$ cat config.mk
export PLATFORM = sky130hd
export DESIGN_NAME = msb_regs
export DESIGN_NICKNAME = d
export VERILOG_FILES = /design/src/rtl/msb_pkg.sv /design/src/rtl/msb_regs.sv
export VERILOG_INCLUDE_DIRS = /design/src /design/src/rtl
export SDC_FILE = /design/constraint.sdc
export NUM_CORES = 1
export LEC_CHECK = 0
export BUFFER_PORTS_ARGS = -buffer_cell sky130_fd_sc_hd__buf_2
export CORE_MARGIN = 2
export CORE_UTILIZATION = 53
export DETAILED_ROUTE_END_ITERATION = 16
export GPL_ROUTABILITY_DRIVEN = 0
export PLACE_DENSITY_LB_ADDON = 0.2
export SYNTH_ARGS = -nofsm -noshare
export SYNTH_HDL_FRONTEND = slang
export SYNTH_SLANG_ARGS = --single-unit
$ cat constraint.sdc
create_clock -name mclk_i -period 2.9 [get_ports mclk_i]
set_input_delay 0.58 -clock mclk_i [delete_from_list [all_inputs] [get_ports mclk_i]]
set_output_delay 0.58 -clock mclk_i [all_outputs]
set_load 0.02 [all_outputs]
$ cat src/rtl/msb_consts.svh
// Register offsets, field positions and reset values of the modem status and bank select block
`ifndef MSB_CONSTS_SVH
`define MSB_CONSTS_SVH
`define MSB_ADDR_W          4
`define MSB_OFF_MODEM_STAT  4'h6
`define MSB_OFF_SCRATCH     4'h7
`define MSB_OFF_DIV_LOW     4'h0
`define MSB_OFF_DIV_HIGH    4'h1
`define MSB_OFF_TX_SPACE    4'h8
`define MSB_OFF_RX_FILL     4'h9
`define MSB_OFF_MCTRL       4'h4
`define MSB_OFF_IRQ_STAT    4'ha
`define MSB_OFF_IRQ_MASK    4'hb
`define MSB_BIT_CD          7
`define MSB_BIT_RI          6
`define MSB_BIT_DSR         5
`define MSB_BIT_CTS         4
`define MSB_BIT_DCD         3
`define MSB_BIT_TERI        2
`define MSB_BIT_DDSR        1
`define MSB_BIT_DCTS        0
`define MSB_MC_LOOP         4
`define MSB_MC_OUT2         3
`define MSB_MC_OUT1         2
`define MSB_MC_RTS          1
`define MSB_MC_DTR          0
`define MSB_SEL_LVL_EN      0
`define MSB_BANK_GENERAL    2'h0
`define MSB_BANK_EXTRA1     2'h1
`define MSB_BANK_EXTRA2     2'h2
`define MSB_RST_BYTE        8'h00
`define MSB_RST_MODEM_IN    4'hf
`define MSB_IRQ_MODEM       0
`endif

$ cat src/rtl/msb_pkg.sv
// Types shared by the modem status and bank select block
package msb_pkg;
  typedef enum logic [1:0] {
    MSB_BANK_GEN_E = 2'h0,
    MSB_BANK_EX1_E = 2'h1,
    MSB_BANK_EX2_E = 2'h2,
    MSB_BANK_RSV_E = 2'h3
  } msb_bank_t;
  typedef struct packed {
    logic carrier_detect_n;
    logic ring_indicator_n;
    logic data_set_ready_n;
    logic clear_to_send_n;
  } msb_modem_t;
  typedef struct packed {
    logic [4:0] reserved;
    msb_bank_t  bank;
    logic       lvl_en;
  } msb_sel_t;
endpackage : msb_pkg

$ cat src/rtl/msb_regs.sv
// Modem status, bank select, scratch, divisor and FIFO level register logic
//
// Local design decisions: the address map and the plain strobed port.
`include "msb_consts.svh"
`timescale 1ns/1ps
`default_nettype none
// Contract
// - Status and bank select share an address: reads give status, writes set select.
// - Every host read of modem status clears its change bits.
// - Bit 7 is inverted carrier detect, or control bit 3 in loopback.
// - Bit 6 is inverted ring indicator, or control bit 2 in loopback.
// - Bit 5 is inverted data set ready, or control bit 0 in loopback.
// - Bit 4 is inverted clear to send, or control bit 1 in loopback.
// - Bits 3, 1, 0 set on any level change of CD, DSR, CTS.
// - Bit 2 sets only on a ring indicator rise from 0 to 1.
// - Modem status interrupt, with mask bit 0 set, raised on any change bit 3:0 and held until interrupt status is read while change bits 3:0 are clear.
// - Bank select is write only; bits 7:3 are reserved.
// - Bank field 00 general, 01 first extra, 10 second extra, 11 reserved.
// - Select bit 0 makes the level count registers readable.
// - Level counts reachable only when the bank field is zero.
// - Scratch byte stores and returns the host value with no other effect.
// - Divisor high and low bytes form the 16-bit baud divisor.
// - Transmit level count is read only: free transmit FIFO entries.
// - Receive level count is read only: characters held in receive FIFO.
module msb_regs
  import msb_pkg::*;
(
  input  wire logic                   mclk_i,
  input  wire logic                   srst_i,
  input  wire logic [`MSB_ADDR_W-1:0] addr_i,
  input  wire logic [7:0]             wdata_i,
  input  wire logic                   wr_i,
  input  wire logic                   rd_i,
  output var  logic [7:0]             rdata_o,
  input  wire msb_modem_t             modem_n_i,
  input  wire logic [7:0]             tx_space_i,
  input  wire logic [7:0]             rx_fill_i,
  output var  logic [15:0]            divisor_o,
  output var  msb_bank_t              bank_o,
  output var  logic                   lvl_access_o,
  output var  logic [4:0]             modem_ctrl_o,
  output var  logic                   irq_o
);

  logic [4:0]  modem_control_reg;
  msb_sel_t    extra_feature_select;
  logic [7:0]  scratch_byte;
  logic [7:0]  divisor_low;
  logic [7:0]  divisor_high;
  logic [3:0]  prev_in;
  logic [3:0]  delta;
  logic [3:0]  next_delta;
  logic [3:0]  live;
  logic [3:0]  src;
  logic [3:0]  edge_set;
  logic [0:0]  irq_stat;
  logic [0:0]  irq_mask;
  logic        loop;
  logic        lvl_ok;
  logic        rd_modem;
  logic        rd_irq;
  logic        modem_evt;
  logic [7:0]  next_rdata;

  assign loop = modem_control_reg[`MSB_MC_LOOP];
  // Live levels, active high: {cd, ri, dsr, cts}
  always_comb begin
    if (loop) begin
      live = {modem_control_reg[`MSB_MC_OUT2], modem_control_reg[`MSB_MC_OUT1],
              modem_control_reg[`MSB_MC_DTR], modem_control_reg[`MSB_MC_RTS]};
    end else begin
      live = ~modem_n_i;
    end
  end
  assign src = live;

  // Change detect runs on the selected source so loopback also flags changes
  always_comb begin
    edge_set    = 4'h0;
    edge_set[3] = src[3] ^ prev_in[3];
    // Ring pin rising means the active-high live level falls
    edge_set[2] = ~src[2] & prev_in[2];
    edge_set[1] = src[1] ^ prev_in[1];
    edge_set[0] = src[0] ^ prev_in[0];
  end

  assign rd_modem = rd_i && (addr_i == `MSB_OFF_MODEM_STAT);
  assign rd_irq   = rd_i && (addr_i == `MSB_OFF_IRQ_STAT);
  // An edge in the read cycle survives the clear
  always_comb begin
    if (rd_modem) begin
      next_delta = edge_set;
    end else begin
      next_delta = delta | edge_set;
    end
  end

  always_ff @(posedge mclk_i) begin
    if (srst_i) begin
      prev_in <= ~`MSB_RST_MODEM_IN;
      delta   <= 4'h0;
    end else begin
      prev_in <= src;
      delta   <= next_delta;
    end
  end

  // Host writes
  always_ff @(posedge mclk_i) begin
    if (srst_i) begin
      modem_control_reg    <= 5'h00;
      extra_feature_select <= msb_sel_t'(`MSB_RST_BYTE);
      scratch_byte         <= `MSB_RST_BYTE;
      divisor_low          <= `MSB_RST_BYTE;
      divisor_high         <= `MSB_RST_BYTE;
      irq_mask             <= 1'h0;
    end else if (wr_i) begin
      case (addr_i)
        `MSB_OFF_MODEM_STAT: begin
          extra_feature_select          <= msb_sel_t'(wdata_i);
          extra_feature_select.reserved <= 5'h00;
        end
        `MSB_OFF_SCRATCH:  scratch_byte      <= wdata_i;
        `MSB_OFF_DIV_LOW:  divisor_low       <= wdata_i;
        `MSB_OFF_DIV_HIGH: divisor_high      <= wdata_i;
        `MSB_OFF_MCTRL:    modem_control_reg <= wdata_i[4:0];
        `MSB_OFF_IRQ_MASK: irq_mask          <= wdata_i[0:0];
        default: begin
        end
      endcase
    end
  end

  // Level counts only with bank general and the enable set
  assign lvl_ok = extra_feature_select.lvl_en && (extra_feature_select.bank == MSB_BANK_GEN_E);

  always_comb begin
    case (addr_i)
      `MSB_OFF_MODEM_STAT: next_rdata = {live, delta};
      `MSB_OFF_SCRATCH:    next_rdata = scratch_byte;
      `MSB_OFF_DIV_LOW:    next_rdata = divisor_low;
      `MSB_OFF_DIV_HIGH:   next_rdata = divisor_high;
      `MSB_OFF_MCTRL:      next_rdata = {3'h0, modem_control_reg};
      `MSB_OFF_TX_SPACE:   next_rdata = lvl_ok ? tx_space_i : 8'h00;
      `MSB_OFF_RX_FILL:    next_rdata = lvl_ok ? rx_fill_i : 8'h00;
      `MSB_OFF_IRQ_STAT:   next_rdata = {7'h00, irq_stat};
      `MSB_OFF_IRQ_MASK:   next_rdata = {7'h00, irq_mask};
      default:             next_rdata = 8'h00;
    endcase
  end

  always_ff @(posedge mclk_i) begin
    if (srst_i) begin
      rdata_o <= 8'h00;
    end else if (rd_i) begin
      rdata_o <= next_rdata;
    end else begin
      rdata_o <= 8'h00;
    end
  end

  // Sticky interrupt status: set wins over read clear
  assign modem_evt = |next_delta;
  always_ff @(posedge mclk_i) begin
    if (srst_i) begin
      irq_stat <= 1'h0;
    end else if (modem_evt) begin
      irq_stat <= 1'h1;
    end else if (rd_irq) begin
      irq_stat <= 1'h0;
    end
  end

  always_ff @(posedge mclk_i) begin
    if (srst_i) begin
      irq_o        <= 1'b0;
      divisor_o    <= 16'h0000;
      bank_o       <= MSB_BANK_GEN_E;
      lvl_access_o <= 1'b0;
      modem_ctrl_o <= 5'h00;
    end else begin
      irq_o        <= |(irq_stat & irq_mask) || (modem_evt && irq_mask[`MSB_IRQ_MODEM]);
      divisor_o    <= {divisor_high, divisor_low};
      bank_o       <= extra_feature_select.bank;
      lvl_access_o <= lvl_ok;
      modem_ctrl_o <= modem_control_reg;
    end
  end

endmodule : msb_regs
`default_nettype wire

# ---- Word level (Yosys, flattened, before mapping)
# Cells that the tools add are included.
dict set report totals {
  word_cells 56
  in_bits 36
  reg_bits 75
}
dict set report classes {
  muxes 7
  reduce_logical 16
  eq_ne 8
  n_bitwise 9
}
# cell count
set op_table {}
lappend op_table {{$pmux W8 S9} 1}
lappend op_table {{$eq A4 B4 Y1 const B} 4}
lappend op_table {{$mux W8} 2}
lappend op_table {{$eq A4 B3 Y1 const B} 3}
lappend op_table {{$reduce_and A2 Y1} 6}
lappend op_table {{$mux W4} 2}
lappend op_table {{$eq A4 B1 Y1 const B} 1}
lappend op_table {{$logic_and A1 B1 Y1} 4}
lappend op_table {{$logic_not A4 Y1} 1}
lappend op_table {{$not A4 Y4} 1}
lappend op_table {{$or A4 B4 Y4} 1}
lappend op_table {{$reduce_or A4 Y1} 1}
lappend op_table {{$xor A1 B1 Y1} 3}
lappend op_table {{$and A1 B1 Y1} 2}
lappend op_table {{$logic_not A2 Y1} 1}
lappend op_table {{$mux W1} 2}
lappend op_table {{$not A1 Y1} 2}
lappend op_table {{$reduce_bool A2 Y1} 1}
lappend op_table {{$reduce_or A2 Y1} 1}
lappend op_table {{$logic_or A1 B1 Y1} 1}

# ---- Depth between registers and ports, before layout
# Gate-level depths: netlist (run 1).
dict set report depth {
  ltp_word 9
  depth_mapped 6
  mapped_depth_nobuf 4
}

# ---- Worst setup path before layout (run 1)
# No wires, ideal clock.
dict set report synth_timing {
  path_type {input -> register}
  from {input port addr_i[3]}
  to {register delta[0]}
  path_stages 6
  path_slack_ns 1.233
  setup_time_ns 0.128
  arrival_ns 1.540
  required_ns 2.772
  path_buffers 2
  cell_sequence {buf_2 -> and4bb_1 -> buf_2 -> nand2_1 -> a211oi_1 -> nor2_1}
}
dict set report synth_via {
  elab_chain_len 3
}
# item line_no
set synth_rtl {}
lappend synth_rtl {{start: declaration} msb_regs.sv:30} ;# input wire logic [`MSB_ADDR_W-1:0] addr_i,
lappend synth_rtl {{$eq A4 B3 Y1} -}
lappend synth_rtl {{$logic_and A1 B1 Y1} msb_regs.sv:87} ;# assign rd_modem = rd_i && (addr_i == `MSB_OFF_MODEM_STAT);
lappend synth_rtl {{$mux W4} msb_regs.sv:91} ;# if (rd_modem) begin
lappend synth_rtl {{end signal: assignment} msb_regs.sv:104} ;# delta <= next_delta;
lappend synth_rtl {{end: declaration} msb_regs.sv:51} ;# logic [3:0] delta;
# Every way passes these cells.
# A chain may end at the register's enable or synchronous reset.

# ---- Worst setup path in the final report (run 1)
dict set report layout_timing {
  from {input port addr_i[0]}
  to {register divisor_high[1]}
}
dict set report layout_via {
  elab_chain_len 2
}
# item line_no
set layout_rtl {}
lappend layout_rtl {{$eq A4 B1 Y1} msb_regs.sv:118} ;# case (addr_i)
lappend layout_rtl {{$reduce_and A2 Y1 (no source line)} -}
lappend layout_rtl {{end signal: assignment} msb_regs.sv:115} ;# divisor_high <= `MSB_RST_BYTE;
lappend layout_rtl {{end signal: assignment} msb_regs.sv:125} ;# `MSB_OFF_DIV_HIGH: divisor_high <= wdata_i;
lappend layout_rtl {{end: declaration} msb_regs.sv:49} ;# logic [7:0] divisor_high;
# Every way passes these cells.

==> results of run 1 <==
## metal layers
metal | vias to the layer above | wire [µm]
li1 | 1235 | -
met1 | 1131 | 3270
met2 | 123 | 3120
met3 | 19 | 578
met4 | 0 | 187
met5 | - | 0
## power groups by stage
stage	combinational, mW	sequential (mW)	clock, mW
5_1_grt	0.176	1.06	0.841
2_1_floorplan	0.102	1.08	0
4_1_cts	0.159	1.06	0.798
3_3_place_gp	0.157	1.08	0
3_5_place_dp	0.159	1.08	0
6_report	0.161	1.06	0.785
## Yosys cell counts, types with 2 or more instances
master     number
a21oi_1        21
a222oi_1        2
a22oi_1         6
a2bb2oi_1       3
a31oi_1         2
and2_1          3
and3_1          2
and3b_1         2
buf_2           5
buf_4           3
buf_6           2
clkbuf_1       10
dfxtp_1        75
inv_1           2
mux2_2          3
mux2i_1        32
nand2_1        23
nand2b_1        8
nand3_1        14
nand3b_1        2
nor2_1         32
nor2b_1        32
nor3_1          3
nor4_1          2
o21ai_0         3
o221a_1         3
## layout make-up
type,instances,share of cell area [%]
sequential,75,41.6
multi-input combinational,221,40.4
timing repair buffer,70,9.85
clock buffer,13,4.41
tap,72,2.50
clock inverter,2,0.971
inverter,2,0.208
## worst paths after layout
path	from	endpoint	slack [ps]	cells after the start
setup reg to reg	extra_feature_select[0]	rdata_o[1]	1290	4
setup / recovery	addr_i[0]	divisor_high[1]	1120	5
hold / removal	extra_feature_select[0]	extra_feature_select[0]	460	2
hold reg to reg	extra_feature_select[0]	extra_feature_select[0]	460	2
## per-stage QoR
step           power, mW  hold slack (ps)  instances  worst slack (ps)
6_report            2.00              461        455              1120
2_1_floorplan       1.18              432        318              1230
5_1_grt             2.08              492        455               971
3_5_place_dp        1.24              444        440               813
4_1_cts             2.01              464        455              1140
3_3_place_gp        1.24              444        440               867
## cells by family after synthesis
family                 after synthesis  share of synthesized area, %
multiplexers                        35                          11.5
AO/OA/AOI/OAI                       49                          10.8
buffers and inverters               22                          3.74
AND/OR/NAND/NOR                    137                          25.1
flip-flops                          75                          48.8
## critical path, delay by kind of cell
kind            cells  cell delay [ps]
compound gates      1               80
buf+inv             1              420
simple gates        3              890
## cell usage in the layout, fill, tap and decap left out, types with 2 or more instances in the layout
cell       Yosys  final
a21oi_1       21     21
a222oi_1       2      2
a22oi_1        6      6
a2bb2oi_1      3      3
a31oi_1        2      2
and2_1         3      3
and3_1         2      2
and3b_1        2      2
buf_2          5     68
buf_4          3      2
clkbuf_1      10      2
clkbuf_8       0     11
dfxtp_1       75     75
inv_1          2      2
mux2_2         3      3
mux2i_1       32     32
nand2_1       23     23
nand2b_1       8      8
nand3_1       14     14
nand3b_1       2      2
nor2_1        32     32
nor2b_1       32     32
nor3_1         3      3
nor4_1         2      2
o21ai_0        3      3
o221a_1        3      3
==> impl_metrics.env, run 1 <==
export IMPL_synthToLayoutAreaGrowth_pct=17.3
export IMPL_cts_max_path_buffers=2
export IMPL_comb_power_share_pct=8.1
export IMPL_placed_area_mm2=0.00341
export IMPL_overflow=0
export IMPL_fin_tns_setup_ps=0
export IMPL_path_cells="buf_2 -> nor4b_4 -> nand2_1 -> nand2_1 -> a21oi_1"
export IMPL_max_freq_mhz=561
export IMPL_critPathArrivalTime_ps=1980
export IMPL_cp_common_cell="nand2_1"
export IMPL_die_w_um=80.2
export IMPL_final_util_pct=65.1
export IMPL_avgSynthCellArea_um2=9.67
export IMPL_via_per_inst=5.51
export IMPL_use_met3_pct=5.06
export IMPL_register_area_mm2=0.00150
export IMPL_synth_ff_type="dfxtp_1"
export IMPL_synth_edf_count=0
export IMPL_antenna_found_initial=0
export IMPL_h_tree_depth=3
export IMPL_finClkSkew_ps=8.00
export IMPL_met1_usage_pct=32.7
export IMPL_post_cts_buffers=0
export IMPL_slew_headroom_pct=60.4
export IMPL_clock_sinks=75
export IMPL_cts_resized_gates=0
export IMPL_cts_hold_buffers_added=0
export IMPL_power_per_cell_area_mw_per_mm2=556
export IMPL_drive_gt1_share_pct=24.3
export IMPL_critPathMaxFanout=24
export IMPL_grt_pass1_vias=2257
export IMPL_die_area_mm2=0.00643
export IMPL_leakage_nw=1.58
export IMPL_ant_nets=0
export IMPL_drcViolationCount=0
export IMPL_hold_path_class="register to register"
export IMPL_worstSetupPathType="primary input to register"
export IMPL_synth_area_mm2=0.00308
export IMPL_multiInputGateArea_mm2=0.00146
export IMPL_hold_violations=0
export IMPL_diodes=0
export IMPL_max_stage_delay_ps=460
export IMPL_yosys_area_top_type="dfxtp_1"
export IMPL_dr_pass1_iters=5
export IMPL_max_cap_violations=0
export IMPL_rows=27
export IMPL_initial_core_util_pct=55.5
export IMPL_setup_viol=0
export IMPL_netlist_area_leader_share_pct=48.8
export IMPL_peakVddDrop_mv=0.487
export IMPL_startpoint_type="primary input"
export IMPL_hpwl_um=5070
export IMPL_wl_per_cell_um=15.7
export IMPL_critPathCaptureType="register"
export IMPL_largest_reg_flops=16
export IMPL_critical_path_required_ps=3090
export IMPL_slowest_stage="nor4b_4"
export IMPL_cts_buffers=9
export IMPL_grt_max_degree=39
export IMPL_clkSlewWorstSetupHoldPaths_ps=70
export IMPL_sequentialPowerShare_pct=52.8
export IMPL_finalCriticalPeriod_ps=1780
export IMPL_wirelength_um=7150
export IMPL_drv_slew=0
export IMPL_grtUsageTotal_pct=23.5
export IMPL_p_clk_share_pct=39.2
export IMPL_worstMarginPinSlew_ps=593
export IMPL_rsz0062_at_grt="false"
export IMPL_via_count=2508
export IMPL_synth_seq_cells=75
export IMPL_io_buffers=68
export IMPL_clock_latency_ps=340
export IMPL_grt_use_met2_pct=34.5
export IMPL_synthDistinctLibCells=49
export IMPL_final_nets=415
export IMPL_status="complete, no violations"
export IMPL_syn_nets=354
export IMPL_p_sw_share_pct=22.6
export IMPL_grt_pass1_wl_um=11400
export IMPL_largest_register="divisor_o"
export IMPL_internal_power_mw=1.55
export IMPL_final_cell_area_mm2=0.00361
export IMPL_cts_tree="built"
export IMPL_p_sw_uw=453
export IMPL_finalCritPeriodShare_pct=61.5
export IMPL_ios=69
export IMPL_synth_area_top_cells="dfxtp_1 49%, mux2i_1 10%, nor2b_1 6.5%"
export IMPL_cts_root_buf="clkbuf_8"
export IMPL_nFillCells=480
export IMPL_seq_area_frac_synth_pct=48.8
export IMPL_synthCells=318
export IMPL_ys_warn_count=0
export IMPL_dieHeight_um=80.2
export IMPL_ys_async_sr_fraction_pct=0
export IMPL_core_area_mm2=0.00554
export IMPL_drt_iter0_drc=265
export IMPL_busiest_layer="met2"
Power figures use the tool's default switching activity.
==> inputs of run 2 (changes only) <==
- clock period: 2.9 -> 1.8 ns (I/O delays scaled with it)
==> impl_metrics.env, run 2 (synthesis results as in run 1) <==
export IMPL_setup_viol=0
export IMPL_cts_max_path_buffers=2
export IMPL_final_cell_mix="75 x dfxtp_1, 68 x buf_2, 32 x nor2_1, 32 x mux2i_1, 32 x nor2b_1"
export IMPL_power_per_cell_area_mw_per_mm2=937
export IMPL_status="complete, no violations"
export IMPL_io_buffers=68
export IMPL_cts_resized_gates=0
export IMPL_overflow=0
export IMPL_critPathBufInv=0
export IMPL_final_setup_worst_slack_ps=268
export IMPL_critPathMaxFanout=7
export IMPL_drive_gt1_share_pct=26.8
export IMPL_slowest_stage="dfxtp_1"
export IMPL_preCtsSetupSlack_ps=35.1
export IMPL_core_area_mm2=0.00554
export IMPL_clock_latency_ps=350
export IMPL_fin_total_pwr_mw=3.51
export IMPL_diodes=0
export IMPL_max_stage_delay_ps=450
export IMPL_startpoint_type="register"
export IMPL_finalCriticalPeriod_ps=1530
export IMPL_hold_violations=0
export IMPL_h_tree_depth=3
export IMPL_dp_cells=451
export IMPL_initial_core_util_pct=55.5
export IMPL_grt_pass1_wl_um=11400
export IMPL_clock_sinks=75
export IMPL_via_count=2570
export IMPL_die_w_um=80.2
export IMPL_max_cap_violations=0
export IMPL_drcViolationCount=0
export IMPL_critPathArrivalTime_ps=1740
export IMPL_clkSlewWorstSetupHoldPaths_ps=80
export IMPL_wl_per_cell_um=15.3
export IMPL_r2r_start="modem_control_reg[4]"
export IMPL_cts_root_buf="clkbuf_8"
export IMPL_hpwl_um=5280
export IMPL_peakVddDrop_mv=0.632
export IMPL_hold_path_startpoint="wdata_i[7]"
export IMPL_ios=69
export IMPL_p_clk_share_pct=43.8
export IMPL_layout_commonest_cell="dfxtp_1"
export IMPL_ff2ff_setup_slack_ps=270
export IMPL_grtUsageTotal_pct=23.8
export IMPL_final_nets=426
export IMPL_dr_pass1_iters=5
export IMPL_synthToLayoutAreaGrowth_pct=21.9
export IMPL_hold_path_class="primary input to register"
export IMPL_finClkSkew_ps=7.11
export IMPL_leakage_nw=1.66
export IMPL_critical_path_required_ps=2010
export IMPL_rows=27
export IMPL_post_cts_buffers=0
export IMPL_max_freq_mhz=653
export IMPL_ant_nets=0
export IMPL_grt_max_degree=43
export IMPL_path_cells="nor2b_1 -> nor3_1 -> nor4b_2 -> a41oi_1"
export IMPL_cts_tree="built"
export IMPL_comb_power_share_pct=7.8
export IMPL_slew_headroom_pct=68.0
export IMPL_via_per_inst=5.50
export IMPL_whs_endpoint="divisor_high[7]"
export IMPL_worstMarginPinSlew_ps=480
export IMPL_hold_path_cell_count=3
export IMPL_largest_register="divisor_o"
export IMPL_rsz0062_at_grt="false"
export IMPL_cts_hold_buffers_added=0
export IMPL_p_sw_uw=758
export IMPL_finalCritPeriodShare_pct=85.1
export IMPL_grt_pass1_vias=2300
export IMPL_critPathTopFamily="simple AND/OR/NAND/NOR gates"
export IMPL_nFillCells=469
export IMPL_dieHeight_um=80.2
export IMPL_die_area_mm2=0.00643
export IMPL_critPathCaptureType="register"
export IMPL_fin_tns_setup_ps=0
export IMPL_wirelength_um=7160
export IMPL_p_sw_share_pct=21.6
export IMPL_worstSetupPathType="register to register"
export IMPL_reg2reg_to="irq_stat"
export IMPL_stdcell_count=467
export IMPL_cts_buffers=9
export IMPL_largest_reg_flops=16
export IMPL_internal_power_mw=2.76
export IMPL_antenna_found_initial=0
export IMPL_drt_iter0_drc=191
export IMPL_drv_slew=0
export IMPL_sequentialPowerShare_pct=48.5
export IMPL_rr_worst_depth=4
[run 2: area by class of cell]
type                    count  area, µm²  area share, %
well taps                  72       90.1           2.40
multi-input cells         221       1460           38.9
inverters                   2       7.51          0.200
clock buffers              11        141           3.77
flip-flops and latches     75       1500           40.0
clock inverters             5        100           2.67
repair buffers             81        450           12.0
[run 2: how the worst max path moves through the flow]
stage                    startpoint         end  slack, ps  cells after the start
3_5_place_dp              addr_i[0]  rdata_o[0]         40                      6
3_3_place_gp              addr_i[0]  rdata_o[0]        110                      6
5_1_grt        modem_control_reg[4]    irq_stat        120                      4
4_1_cts        modem_control_reg[4]    irq_stat        280                      4
2_1_floorplan             addr_i[3]    delta[0]        350                      6
6_report       modem_control_reg[4]    irq_stat        270                      4
[run 2: metrics by stage]
stage	hold WS [ps]	area [µm²]	util (%)
floorplan	432	3080	-
global placement	442	3510	63.3
detailed placement	450	3510	63.3
CTS	294	3750	67.7
global route	299	3750	67.7
finish	308	3750	67.7
[run 2: power groups by stage]
stage / combinational (mW) / sequential, mW / clock, mW
6_report: 0.274 / 1.70 / 1.54
4_1_cts: 0.271 / 1.70 / 1.56
3_5_place_dp: 0.270 / 1.74 / 0
5_1_grt: 0.297 / 1.70 / 1.64
3_3_place_gp: 0.268 / 1.74 / 0
2_1_floorplan: 0.165 / 1.74 / 0
[run 2: worst reg2reg max path, cell delays in order (launching register included)]
cell and delay [ps]:
dfxtp_1 450, nor2b_1 310, nor3_1 120, nor4b_2 350
a41oi_1 170
[run 2: layer usage]
metal / track usage (%) / up-vias / routed length, µm
li1: - / 1253 / -
met1: 33.0 / 1194 / 3280
met2: 34.8 / 109 / 3110
met3: 6.74 / 14 / 620
met4: 9.32 / 0 / 159
met5: 0 / - / 0
